## src/slot_fifo_defines.svh

```systemverilog
`ifndef SLOT_FIFO_DEFINES_SVH
`define SLOT_FIFO_DEFINES_SVH

`define SLOT_CFG_ADDR     8'h11
`define SLOT_CFG_RESET    16'h1000
`define FIRST_ON_BIT      0
`define FIRST_FMT_LSB     2
`define SECOND_ON_BIT     5
`define SECOND_FMT_LSB    6
`define OVF_GUARD_BIT     12
`define MAX_WORDS         8
`define WORD_IDX_W        3

`endif

```

## src/slot_fifo_pkg.sv

```systemverilog
package slot_fifo_pkg;

  typedef enum logic [2:0] {
    FMT_NONE  = 3'h0,
    FMT_W16   = 3'h1,
    FMT_W32   = 3'h2,
    FMT_PAIR16 = 3'h3,
    FMT_QUAD  = 3'h4,
    FMT_EXT32 = 3'h6
  } store_fmt_t;

  typedef logic [15:0] word_t;
  typedef logic [3:0]  word_cnt_t;

endpackage : slot_fifo_pkg

```

## src/slot_word_if.sv

```systemverilog
`timescale 1ns/1ps
`default_nettype none

interface slot_word_if;
  import slot_fifo_pkg::*;
  logic      load;
  word_t     words [8];
  word_cnt_t count;
  logic      busy;
  logic      valid;
  word_t     word;

  modport src (output load, output words, output count, input busy, input valid, input word);
  modport ser (input load, input words, input count, output busy, output valid, output word);
endinterface : slot_word_if

`default_nettype wire

```

## src/slot_word_serializer.sv

```systemverilog
`timescale 1ns/1ps
`default_nettype none
`include "slot_fifo_defines.svh"

module slot_word_serializer
  import slot_fifo_pkg::*;
(
  // clock and reset
  input wire logic mclk,
  input wire logic sys_rst,
  // word burst
  slot_word_if.ser wb
);

  typedef enum logic [1:0] {
    S_IDLE = 2'b01,
    S_SEND = 2'b10
  } ser_state_t;

  ser_state_t state_q, state_d;
  word_t      words_q [8];
  word_t      words_d [8];
  word_cnt_t  cnt_q, cnt_d;
  word_cnt_t  idx_q, idx_d;
  logic       valid_q, valid_d;
  word_t      word_q, word_d;

  always_comb begin
    state_d = state_q;
    words_d = words_q;
    cnt_d   = cnt_q;
    idx_d   = idx_q;
    valid_d = 1'b0;
    word_d  = word_q;
    unique case (state_q)
      S_IDLE: begin
        if (wb.load && wb.count != 4'h0) begin
          words_d = wb.words;
          cnt_d   = wb.count;
          idx_d   = 4'h0;
          state_d = S_SEND;
        end
      end
      S_SEND: begin
        valid_d = 1'b1;
        word_d  = words_q[idx_q[`WORD_IDX_W-1:0]];
        idx_d   = idx_q + 4'h1;
        if (idx_q == cnt_q - 4'h1) begin
          state_d = S_IDLE;
        end
      end
      default: state_d = S_IDLE;
    endcase
  end

  always_ff @(posedge mclk) begin
    if (sys_rst) begin
      state_q <= S_IDLE;
      cnt_q   <= 4'h0;
      idx_q   <= 4'h0;
      valid_q <= 1'b0;
      word_q  <= 16'h0000;
      for (int i = 0; i < `MAX_WORDS; i++) begin
        words_q[i] <= 16'h0000;
      end
    end else begin
      state_q <= state_d;
      words_q <= words_d;
      cnt_q   <= cnt_d;
      idx_q   <= idx_d;
      valid_q <= valid_d;
      word_q  <= word_d;
    end
  end

  assign wb.busy  = (state_q == S_SEND);
  assign wb.valid = valid_q;
  assign wb.word  = word_q;

endmodule : slot_word_serializer

`default_nettype wire

```

## src/slot_fifo_format_select.sv

```systemverilog
`timescale 1ns/1ps
`default_nettype none
`include "slot_fifo_defines.svh"

// Notes on behaviour
// format 0 writes nothing from that slot at its period end.
// format 1: one 16-bit word, sample if integrating else channel sum.
// format 2: one 32-bit word, sample if integrating else channel sum.
// format 3 while integrating: 16-bit sample then 16-bit background.
// format 4: 32-bit sample plus background, else four 16-bit channel words.
// format 6 not integrating: four 32-bit extended channel words.
// software programs only codes 0, 1, 2, 3, 4 or 6.
// software sets second format nonzero only with matching averaging or first off.
// bit 5 enables the second slot; resets to zero.
// bit 0 enables the first slot; resets to zero.
// first slot format lives in bits 4..2, reset zero.
// second slot format lives in bits 8..6, reset zero.
// guard bit 12 set: store only when not full; clear: overwrite.
// a disabled slot contributes no words whatever its format.
module slot_fifo_format_select
  import slot_fifo_pkg::*;
(
  // clock and reset
  input  wire logic        mclk,
  input  wire logic        sys_rst,
  input  wire logic        soft_rst,
  // register port
  input  wire logic        reg_wr,
  input  wire logic        reg_rd,
  input  wire logic [7:0]  reg_addr,
  input  wire logic [15:0] reg_wdata,
  output logic      [15:0] reg_rdata,
  // slot results
  input  wire logic        first_done,
  input  wire logic        second_done,
  input  wire logic        dig_int_mode,
  input  wire logic [31:0] sample,
  input  wire logic [31:0] background,
  input  wire logic [31:0] chan_sum,
  input  wire logic [31:0] chan0,
  input  wire logic [31:0] chan1,
  input  wire logic [31:0] chan2,
  input  wire logic [31:0] chan3,
  // fifo write side
  input  wire logic        fifo_full,
  output logic             fifo_wr,
  output logic      [15:0] fifo_wdata,
  output logic             result_taken
);

  logic        rst;
  logic [15:0] cfg_q, cfg_d;
  logic [15:0] rdata_q, rdata_d;
  logic [1:0]  pend_q, pend_d;
  logic        first_on;
  logic        second_on;
  logic        store_overflow_guard;
  store_fmt_t  first_slot_store_format;
  store_fmt_t  second_slot_store_format;
  logic        sel_first;
  logic        sel_on;
  store_fmt_t  sel_fmt;
  word_t       words [8];
  word_cnt_t   cnt;
  logic [31:0] chans [4];
  logic        take;

  slot_word_if wb ();

  assign rst = sys_rst | soft_rst;

  assign first_on                 = cfg_q[`FIRST_ON_BIT];
  assign second_on                = cfg_q[`SECOND_ON_BIT];
  assign first_slot_store_format  = store_fmt_t'(cfg_q[`FIRST_FMT_LSB +: 3]);
  assign second_slot_store_format = store_fmt_t'(cfg_q[`SECOND_FMT_LSB +: 3]);
  assign store_overflow_guard     = cfg_q[`OVF_GUARD_BIT];

  // register file
  always_comb begin
    cfg_d   = cfg_q;
    rdata_d = 16'h0000;
    if (reg_wr && reg_addr == `SLOT_CFG_ADDR) begin
      cfg_d = reg_wdata;
    end
    if (reg_rd && reg_addr == `SLOT_CFG_ADDR) begin
      rdata_d = cfg_q;
    end
  end

  always_ff @(posedge mclk) begin
    if (rst) begin
      cfg_q   <= `SLOT_CFG_RESET;
      rdata_q <= 16'h0000;
    end else begin
      cfg_q   <= cfg_d;
      rdata_q <= rdata_d;
    end
  end

  assign reg_rdata = rdata_q;

  // pending slot results, first slot served first; a new end wins over the clear
  assign sel_first = pend_q[0];
  assign sel_on    = sel_first ? first_on : second_on;
  assign sel_fmt   = sel_first ? first_slot_store_format : second_slot_store_format;
  assign take      = (pend_q != 2'b00) && !wb.busy;

  always_comb begin
    pend_d = pend_q;
    if (take) begin
      if (sel_first) begin
        pend_d[0] = 1'b0;
      end else begin
        pend_d[1] = 1'b0;
      end
    end
    if (first_done) begin
      pend_d[0] = 1'b1;
    end
    if (second_done) begin
      pend_d[1] = 1'b1;
    end
  end

  always_ff @(posedge mclk) begin
    if (rst) begin
      pend_q <= 2'b00;
    end else begin
      pend_q <= pend_d;
    end
  end

  assign chans[0] = chan0;
  assign chans[1] = chan1;
  assign chans[2] = chan2;
  assign chans[3] = chan3;

  // word list for the selected slot; 32-bit values go high half first
  always_comb begin
    for (int i = 0; i < `MAX_WORDS; i++) begin
      words[i] = 16'h0000;
    end
    cnt = 4'h0;
    if (sel_on) begin
      unique case (sel_fmt)
        FMT_NONE: cnt = 4'h0;
        FMT_W16: begin
          words[0] = dig_int_mode ? sample[15:0] : chan_sum[15:0];
          cnt      = 4'h1;
        end
        FMT_W32: begin
          words[0] = dig_int_mode ? sample[31:16] : chan_sum[31:16];
          words[1] = dig_int_mode ? sample[15:0] : chan_sum[15:0];
          cnt      = 4'h2;
        end
        FMT_PAIR16: begin
          if (dig_int_mode) begin
            words[0] = sample[15:0];
            words[1] = background[15:0];
            cnt      = 4'h2;
          end
        end
        FMT_QUAD: begin
          cnt = 4'h4;
          if (dig_int_mode) begin
            words[0] = sample[31:16];
            words[1] = sample[15:0];
            words[2] = background[31:16];
            words[3] = background[15:0];
          end else begin
            for (int c = 0; c < 4; c++) begin
              words[c] = chans[c][15:0];
            end
          end
        end
        FMT_EXT32: begin
          if (!dig_int_mode) begin
            for (int c = 0; c < 4; c++) begin
              words[2*c]   = chans[c][31:16];
              words[2*c+1] = chans[c][15:0];
            end
            cnt = 4'h8;
          end
        end
        default: cnt = 4'h0;
      endcase
    end
  end

  assign wb.load  = take;
  assign wb.words = words;
  assign wb.count = cnt;

  slot_word_serializer u_ser (
    .mclk    (mclk),
    .sys_rst (rst),
    .wb      (wb)
  );

  // with the guard clear the fifo wraps and drops its oldest word
  assign fifo_wr      = wb.valid && !(store_overflow_guard && fifo_full);
  assign fifo_wdata   = wb.word;
  assign result_taken = take;
endmodule : slot_fifo_format_select

`default_nettype wire

```

## config.mk

```make
export PLATFORM = sky130hd
export DESIGN_NAME = slot_fifo_format_select
export DESIGN_NICKNAME = d
export VERILOG_FILES = /design/src/slot_fifo_pkg.sv /design/src/slot_word_if.sv /design/src/slot_word_serializer.sv /design/src/slot_fifo_format_select.sv
export VERILOG_INCLUDE_DIRS = /design/src
export SDC_FILE = /design/constraint.sdc
export NUM_CORES = 1
export LEC_CHECK = 0
export BUFFER_PORTS_ARGS = -buffer_cell sky130_fd_sc_hd__clkbuf_2
export CELL_PAD_IN_SITES_DETAIL_PLACEMENT = 0
export CELL_PAD_IN_SITES_GLOBAL_PLACEMENT = 1
export CORE_ASPECT_RATIO = 0.75
export CORE_UTILIZATION = 35
export DETAILED_ROUTE_END_ITERATION = 10
export PLACE_DENSITY_LB_ADDON = 0.08
export SYNTH_ARGS = -nofsm -noshare
export SYNTH_HDL_FRONTEND = slang
export SYNTH_SLANG_ARGS = --single-unit
```

## constraint.sdc

```tcl
create_clock -name mclk -period 2.4 [get_ports mclk]
set_input_delay 0.12 -clock mclk [delete_from_list [all_inputs] [get_ports mclk]]
set_output_delay 0.12 -clock mclk [all_outputs]
set_load 0.02 [all_outputs]
```

== Yosys cells after proc, flatten, opt, wreduce, memory -nomap -nowiden ==
Cells that the tools add are included.

* Bits in registers: 189
* Word-level logic and storage cells: 82
* Output and inout bits: 34

* Mux-type cells: 29
* Equality and inequality tests: 12
* Reductions and logical operators: 18
* $add $sub $neg: 2
* Magnitude comparators: 1
* Bitwise gates (word level): 3

{| class="wikitable"
|+ Operators by type and width
! cell !! number
|-
| 128-bit 2-to-1 mux || 2
|-
| 64-bit 2-to-1 mux || 2
|-
| 16-bit case mux with 5 select lines || 1
|-
| 16-bit 2-to-1 mux || 4
|-
| 16-bit case mux with 4 select lines || 1
|-
| 32-bit case mux with 2 select lines || 1
|-
| 16-bit binary-select mux with 3-bit select || 1
|-
| 32-bit 2-to-1 mux || 1
|-
| 4-bit case mux with 5 select lines || 1
|-
| 4-bit 2-to-1 mux || 3
|-
| 8-bit by 5-bit equality test with 1-bit output (second input constant) || 1
|-
| 2-bit 2-to-1 mux || 4
|-
| 4-bit case mux with 2 select lines || 1
|-
| 2-bit AND reduction || 4
|-
| 2-bit nonzero test || 4
|-
| 3-bit by 2-bit equality test with 1-bit output (second input constant) || 2
|-
| 3-bit equality test (second input constant) || 2
|-
| 1-bit logical AND || 6
|-
| 1-bit 2-to-1 mux || 5
|-
| 4-bit by 1-bit adder with 4-bit output (second input constant) || 1
|-
| 4-bit equality test || 1
|-
| 4-bit greater-or-equal comparator (second input constant) || 1
|-
| 2-bit by 1-bit inequality test with 1-bit output (second input constant) || 2
|-
| 3-bit inverter with 4-bit output || 1
|-
| 12 further kinds || 13
|}

== Logic depth before layout (Yosys ltp) ==
Gate-level depths: netlist of the first run.

* Depth in word-level cells: 8
* Gate-level depth with buffers: 10

== Modules after synthesis ==
A second synthesis of the first run with hierarchy kept.

* Cells, all modules: 1,405
* Area total of the unflattened synthesis: 11,582.4 um2

{| class="wikitable"
|+ By module, submodules not included
! module !! instances !! seq. area each (um2) !! area an instance (um2) !! cells each
|-
| slot_word_serializer || 1 || 3,103.0 || 7,094.3 || 755
|-
| slot_fifo_format_select || 1 || 680.7 || 4,488.1 || 650
|}

== Least setup slack after synthesis of the first run ==
Ideal clock, no wire load.

* Path kind: flip-flop to flip-flop
* Start: register pend_q[0]
* End: register u_ser.words_q[118] in the netlist's numbering
* Data arrival time: 1.799 ns
* Setup slack: 0.457 ns
* Cell stages (with the launch flop): 11
* Path buffers: 5
* Cell sequence: dfxtp_1 -> buf_6 -> or3b_1 -> buf_4 -> a21oi_2 -> a211oi_2 -> nor2_1 -> buf_2 -> buf_6 -> buf_6 -> a211oi_2

* Longest elaborated chain between the ends: 7
* Elaborated cells on any way between the ends: 16

{| class="wikitable"
|+ RTL lines
! element !! line !! RTL
|-
| start: declaration || slot_fifo_format_select.sv:54 || <nowiki>logic [1:0] pend_q, pend_d;</nowiki>
|-
| start signal: assignment || slot_fifo_format_select.sv:129 || <nowiki>pend_q <= pend_d;</nowiki>
|-
| 3-bit 2-to-1 mux || slot_fifo_format_select.sv:105 || <nowiki>assign sel_fmt = sel_first ? first_slot_store_format : second_slot_store_format;</nowiki>
|-
| 3-bit equality test, or another cell as far along || slot_fifo_format_select.sv:145 || <nowiki>unique case (sel_fmt)</nowiki>
|-
| 4-bit case mux with 5 select lines || slot_fifo_format_select.sv:145 ||
|-
| 4-bit 2-to-1 mux || slot_fifo_format_select.sv:144 || <nowiki>if (sel_on) begin</nowiki>
|-
| 4-bit nonzero test || slot_word_serializer.sv:37 || <nowiki>if (wb.load && wb.count != 4'h0) begin</nowiki>
|-
| 1-bit logical AND || slot_word_serializer.sv:37 ||
|-
| 2-bit AND reduction (no source line) || -- ||
|-
| end signal: assignment || slot_word_serializer.sv:68 || <nowiki>words_q <= words_d;</nowiki>
|-
| end: declaration || slot_word_serializer.sv:21 || <nowiki>word_t words_q [8];</nowiki>
|}

Several ways; a longest one is shown, not always the timed one.
A chain may end at the register's enable or synchronous reset.

== Final worst setup path of the first run ==
* Start: register pend_q[0]
* End: register u_ser.words_q[108] in the netlist's numbering

The elaborated chain is that of the path after synthesis.

==> results_dict.tcl, run 1 <==
set metrics [dict create \
    outcome "completed" \
    syn_nets 1449 \
    die_h_um 152 \
    vias_per_cell 5.60 \
    slew_headroom 0.653 \
    tns_ns 0 \
    worst_pin_slew_ns 0.506 \
    synth_top_area_frac 0.361 \
    clkPwrFrac 0.427 \
    powerDensity_mw_per_mm2 478 \
    min_from "chan3[4]" \
    h-tree-depth 4 \
    yosys_warnings 0 \
    wl_um 40700 \
    dieArea_sq_mm 0.0306 \
    worstPathMaxFanout 18 \
    grt_usage 0.263 \
    cts_root_buf "clkbuf_16" \
    nets 1754 \
    critPathKind "flop to flop" \
    synth-main-ff-cell "dfxtp_1" \
    drt.antenna.violating_nets 0 \
    dr.pass1.iters 5 \
    area_growth_pct 31.9 \
    ys_top_cells_by_count "dfxtp_1 (189), nand2_1 (136), nand4_1 (98)" \
    p_comb_frac 0.099 \
    clk_pin_slew_ns 0.07 \
    avgSynthCellArea_sq_um 8.80 \
    synth_edf_count 0 \
    io-pin-count 291 \
    route.detailed.drc 0 \
    final_area_sq_mm 0.0138 \
    drive_above_1_share 0.296 \
    core-area_sq_mm 0.0293 \
    antennaDiodeCount 0 \
    dpl.hpwl_um 29900 \
    clock.fmax_ghz 0.449 \
    cp-end-kind "flop" \
    yosys_register_bits 189 \
    vias 10600 \
    synth_most_common_cell "dfxtp_1" \
    clk_latency_ns 0.45 \
    synthArstFlopShare 0 \
    period_share 0.928 \
    grt_antenna_before_repair 0 \
    swShare 0.257 \
    synth_top_area_cell "dfxtp_1" \
    intPower_w 0.00491 \
    synth.cell_area_sq_mm 0.0105 \
    cp.arrival_ns 2.61 \
    r2r_start "pend_q[0]$_SDFFE_PP0P_" \
    place_area_sq_mm 0.0125 \
    drv_cap 0 \
    wl_per_cell_um 21.4 \
    port_buffers 290 \
    power.sequential.fraction 0.475 \
    required_ns 2.78 \
    synth_area_leaders "dfxtp_1 (36%), mux2i_1 (7.2%), mux4_2 (6.9%)" \
    cts_buffers 17 \
    cts_tree "built" \
    grt_max_degree 102 \
    grt_pass1_wl_um 61700 \
    post_cts_buffers 0 \
    grt_pass1_vias 10300 \
    synth_cell_types 61 \
    clock_skew_ns 0.0119 \
    p_leak_nw 5.51 \
    cts.sinks 189 \
    cts_buffer_depth 2 \
    hold_class "input port to flop" \
    yosysSeqAreaShare 0.361 \
    grt_overflow 0 \
    slowest_delay_ns 0.44 \
    vdd_drop_max_mv 0.403 \
    period_needed_ns 2.23 \
    hold_viol_final 0 \
    die_w_um 202 \
    rsz0062_at_grt "no" \
    setup-violations-final 0 \
    start_util 0.358 \
    gp_congestion 0.843 \
    cpMaxStageDelayCell "or3b_1" \
    crit_chain "or3b_1 > buf_4 > o22ai_2 > a221oi_1 > a32o_1 > o2bb2ai_2" \
    row_count 54 \
    crit_path_start "pend_q[0]$_SDFFE_PP0P_" \
    drt_iter0_drc 943 \
    switching_power_w 0.00170 \
    synthCells 1190 \
    worstSetupStartpointType "flop" \
    slew_viol_final 0 \
]
[metrics by stage]
step	instances	util	hold slack (ns)	power (W)	setup WS [ns]
3_5_place_dp	1791	0.427	0.344	0.00376	0.0880
5_1_grt	1900	0.472	0.00997	0.00684	0.0748
2_1_floorplan	1190	-	0.237	0.00340	0.457
6_report	1900	0.472	0.0157	0.00661	0.174
4_1_cts	1900	0.472	0.00484	0.00667	0.0588
3_3_place_gp	1791	0.427	0.336	0.00376	0.132
[power groups by stage]
stage	Sequential [W]	Clock [W]	Combinational, W
4_1_cts	0.00314	0.00288	0.000651
3_3_place_gp	0.00321	0	0.000551
5_1_grt	0.00314	0.00300	0.000701
2_1_floorplan	0.00321	0	0.000196
6_report	0.00314	0.00282	0.000652
3_5_place_dp	0.00321	0	0.000549
[path summary, 6_finish.rpt]
path	end	slack (ns)	cells after the start
hold reg to reg	u_ser.words_q[69]$_SDFFE_PP0P_	0.45	2
setup / recovery	u_ser.words_q[108]$_SDFFE_PP0P_	0.17	6
hold / removal	u_ser.words_q[4]$_SDFFE_PP0P_	0.02	3
setup reg to reg	u_ser.words_q[108]$_SDFFE_PP0P_	0.17	6
[routing by layer]
layer | up-vias | share of wire | GRT usage
met5 | - | 0 | 0
met4 | 0 | 0.018 | 0.0649
met3 | 39 | 0.049 | 0.0397
met2 | 334 | 0.45 | 0.401
met1 | 5168 | 0.48 | 0.384
li1 | 5095 | - | -
[critical path, delay by kind of cell, from the launching register on]
| kind | cells | cell delay, ns |
|---|---|---|
| buffers and inverters | 1 | 0.22 |
| flip-flops | 1 | 0.42 |
| AO/OA/AOI/OAI | 4 | 1.07 |
| AND/OR/NAND/NOR | 1 | 0.44 |
[registers in the layout (all words and copies together), names as in the netlist, 2 cells and up]
signal / count
pend_q: 2
u_ser.wb.word: 16
cfg_q: 16
u_ser.words_q: 128
u_ser.idx_q: 4
reg_rdata: 16
u_ser.cnt_q: 4
u_ser.state_q: 2
[cells by family (layout without fill, tap and decap cells)]
group,Yosys count,after routing,share of synthesized area
simple gates,390,390,0.191
compound gates,337,337,0.224
flops,189,189,0.361
buf+inv,155,473,0.0724
mux,108,108,0.142
xor+xnor,9,9,0.00752
fa+ha+maj,2,2,0.00239
[layout make-up]
| cell class | count | area (sq um) |
|---|---|---|
| fillers | 2916 | 15400 |
| flip-flops and latches | 189 | 3790 |
| well taps | 392 | 490 |
| clock buffers | 18 | 429 |
| repair buffers | 417 | 2900 |
| inverters | 24 | 90.1 |
| multi-input cells | 846 | 5990 |
| clock inverters | 14 | 135 |
[cells in the final DEF (no fill, tap or decap), types with 17 or more instances in the layout]
master and count:
clkbuf_2 289, dlygate4sd3_1 77, mux4_2 32, dfxtp_1 187, a211oi_1 38, nand3b_1 26
mux2i_1 74, o21ai_0 79, a21oi_1 38, nor2_1 41, nand3_1 45, nand2_1 136
o21ai_1 64, buf_12 24, and2_1 17, buf_4 27, inv_1 23, clkbuf_16 17
nand4_1 98
[what timing repair did]
item | in CTS | in global routing
gates resized for setup | 0 | 1
setup endpoints to repair | 0 | 115
hold buffers | 77 | 0
hold endpoints to repair | 77 | 0
Note: power is estimated with default switching activity, not from simulation.
==> inputs of run 2 (changes only) <==
--- a/config.mk
+++ b/config.mk
@@ -9,7 +9,6 @@
 export BUFFER_PORTS_ARGS = -buffer_cell sky130_fd_sc_hd__clkbuf_2
 export CELL_PAD_IN_SITES_DETAIL_PLACEMENT = 0
 export CELL_PAD_IN_SITES_GLOBAL_PLACEMENT = 1
-export CORE_ASPECT_RATIO = 0.75
 export CORE_UTILIZATION = 35
 export DETAILED_ROUTE_END_ITERATION = 10
 export PLACE_DENSITY_LB_ADDON = 0.08
==> results_dict.tcl, run 2 (same netlist as run 1, synthesis figures left out) <==
set metrics [dict create \
    outcome "completed" \
    die_w_um 175 \
    grt_overflow 0 \
    dpl.hpwl_um 30500 \
    wl_per_cell_um 21.8 \
    io-pin-count 291 \
    intPower_w 0.00493 \
    slowest_delay_ns 0.57 \
    wl_um 41500 \
    swShare 0.261 \
    tns_ns 0 \
    drt.antenna.violating_nets 0 \
    regMostFlops "u_ser.words_q" \
    crit_path_start "pend_q[0]$_SDFFE_PP0P_" \
    grt_pass1_wl_um 62600 \
    nets 1771 \
    vias 10800 \
    cp-end-kind "flop" \
    worstSetupStartpointType "flop" \
    dp_slack_ns 0.00915 \
    hold_class "input port to flop" \
    crit_chain "or3b_1 > buf_12 > a2111oi_0 > a221o_1 > a211oi_1 > a211oi_2" \
    clock_skew_ns 0.0123 \
    slew_viol_final 0 \
    critical_path_depth 6 \
    period_share 0.925 \
    crit_family "compound AO/OA/AOI/OAI gates" \
    cts_buffers 17 \
    final_cell_mix "clkbuf_2 (289), dfxtp_1 (187), nand2_1 (136)" \
    largest_register_ffs 128 \
    grt_usage 0.268 \
    final_common_cell "clkbuf_2" \
    grt_pass1_vias 10600 \
    rrSetupSlack_ns 0.18 \
    period_needed_ns 2.22 \
    slew_headroom 0.550 \
    fin_ws_ns 0.180 \
    cts.sinks 189 \
    grt_antenna_before_repair 1 \
    dr.pass1.iters 5 \
    rsz0062_at_grt "no" \
    critPathBufInv 1 \
    clkPwrFrac 0.432 \
    hold_viol_final 0 \
    reg2regPathDepth 6 \
    switching_power_w 0.00174 \
    route.detailed.drc 0 \
    clk_latency_ns 0.43 \
    h-tree-depth 4 \
    power.sequential.fraction 0.470 \
    drt_iter0_drc 880 \
    vdd_drop_max_mv 0.539 \
    start_util 0.360 \
    port_buffers 290 \
    dieArea_sq_mm 0.0306 \
    required_ns 2.76 \
    rr_endpoint "u_ser.words_q[124]$_SDFFE_PP0P_" \
    cpMaxStageDelayCell "a2111oi_0" \
    area_growth_pct 32.8 \
    final_util 0.478 \
    power.total_w 0.00667 \
    die_h_um 175 \
    core-area_sq_mm 0.0291 \
    r2r_start "pend_q[0]$_SDFFE_PP0P_" \
    grt_max_degree 98 \
    critPathKind "flop to flop" \
    cp-endpoint "u_ser.words_q[124]$_SDFFE_PP0P_" \
    p_leak_nw 5.60 \
    clk_pin_slew_ns 0.08 \
    cp.arrival_ns 2.58 \
    worstPathMaxFanout 18 \
    drv_cap 0 \
    vias_per_cell 5.68 \
    clock.fmax_ghz 0.450 \
    worst_pin_slew_ns 0.675 \
    drive_above_1_share 0.308 \
    cts_root_buf "clkbuf_16" \
    cts_tree "built" \
    powerDensity_mw_per_mm2 479 \
    antennaDiodeCount 0 \
    p_comb_frac 0.098 \
    setup-violations-final 0 \
    gp_congestion 0.917 \
    num-fill-cells 2951 \
    row_count 62 \
    cts_buffer_depth 2 \
]
-- run 2: changes by cell type in the layout (fill, tap and decap cells not counted) --
cell | previous run | this run
a2111oi_0 | 16 | 15
clkinvlp_4 | 3 | 1
o22ai_4 | 0 | 1
clkinv_4 | 2 | 4
clkinv_8 | 0 | 1
buf_12 | 24 | 22
inv_8 | 1 | 4
o22ai_2 | 1 | 0
a2111oi_1 | 0 | 1
clkbuf_1 | 1 | 0
dlygate4sd3_1 | 77 | 71
clkinv_2 | 2 | 0
inv_6 | 5 | 2
buf_4 | 27 | 52
-- run 2: cell type report --
class	count	area, sq um	area share
well taps	384	480	0.0345
multi-input cells	846	6000	0.431
clock inverters	13	151	0.0109
flip-flops and latches	189	3790	0.272
clock buffers	17	425	0.0306
inverters	24	90.1	0.00647
repair buffers	434	2990	0.215
-- run 2: worst min-delay path by stage --
| stage | depth (start not counted) | from | to |
|---|---|---|---|
| 2_1_floorplan | 2 | first_done | pend_q[0]$_SDFFE_PP0P_ |
| 5_1_grt | 3 | chan2[9] | u_ser.words_q[41]$_SDFFE_PP0P_ |
| 3_5_place_dp | 3 | first_done | pend_q[0]$_SDFFE_PP0P_ |
| 6_report | 3 | chan3[11] | u_ser.words_q[11]$_SDFFE_PP0P_ |
| 4_1_cts | 3 | chan2[9] | u_ser.words_q[41]$_SDFFE_PP0P_ |
| 3_3_place_gp | 3 | first_done | pend_q[0]$_SDFFE_PP0P_ |
-- run 2: tightest hold or removal path, delay by kind of cell --
kind / cells / cell delay (ns)
buffers and inverters: 1 / 0.11
AO/OA/AOI/OAI: 1 / 0.08
AND/OR/NAND/NOR: 1 / 0.09
-- run 2: what timing repair did --
item / CTS / global route
gates resized for setup: 1 / 2
buffers inserted: 0 / 0
endpoints found under the hold margin: 71 / 0
hold buffers: 71 / 0
pin swaps: 0 / 0
setup endpoints to repair: 1 / 53
-- run 2: power groups by stage --
| stage | Sequential [W] | Clock (W) | Combinational [W] |
|---|---|---|---|
| finish | 0.00314 | 0.00288 | 0.000653 |
| CTS | 0.00314 | 0.00293 | 0.000650 |
| floorplan | 0.00321 | 0 | 0.000196 |
| global route | 0.00314 | 0.00306 | 0.000696 |
| global placement | 0.00321 | 0 | 0.000560 |
| detailed placement | 0.00321 | 0 | 0.000556 |
-- run 2: per-layer routing --
metal | share of wire | vias up | wire (um) | GRT usage
li1 | - | 5114 | - | -
met1 | 0.44 | 5209 | 18300 | 0.364
met2 | 0.47 | 440 | 19400 | 0.429
met3 | 0.057 | 70 | 2360 | 0.0331
met4 | 0.035 | 0 | 1450 | 0.107
met5 | 0 | - | 0 | 0
-- run 2: stage by stage --
| stage | instances | hold WS [ns] | area [sq um] |
|---|---|---|---|
| final | 1907 | 0.00321 | 13900 |
| after global routing | 1907 | 0.00333 | 13900 |
| after CTS | 1907 | 0.00224 | 13900 |
| after detailed placement | 1806 | 0.339 | 12600 |
| after global placement | 1806 | 0.339 | 12600 |
| after floorplan | 1190 | 0.237 | 10500 |
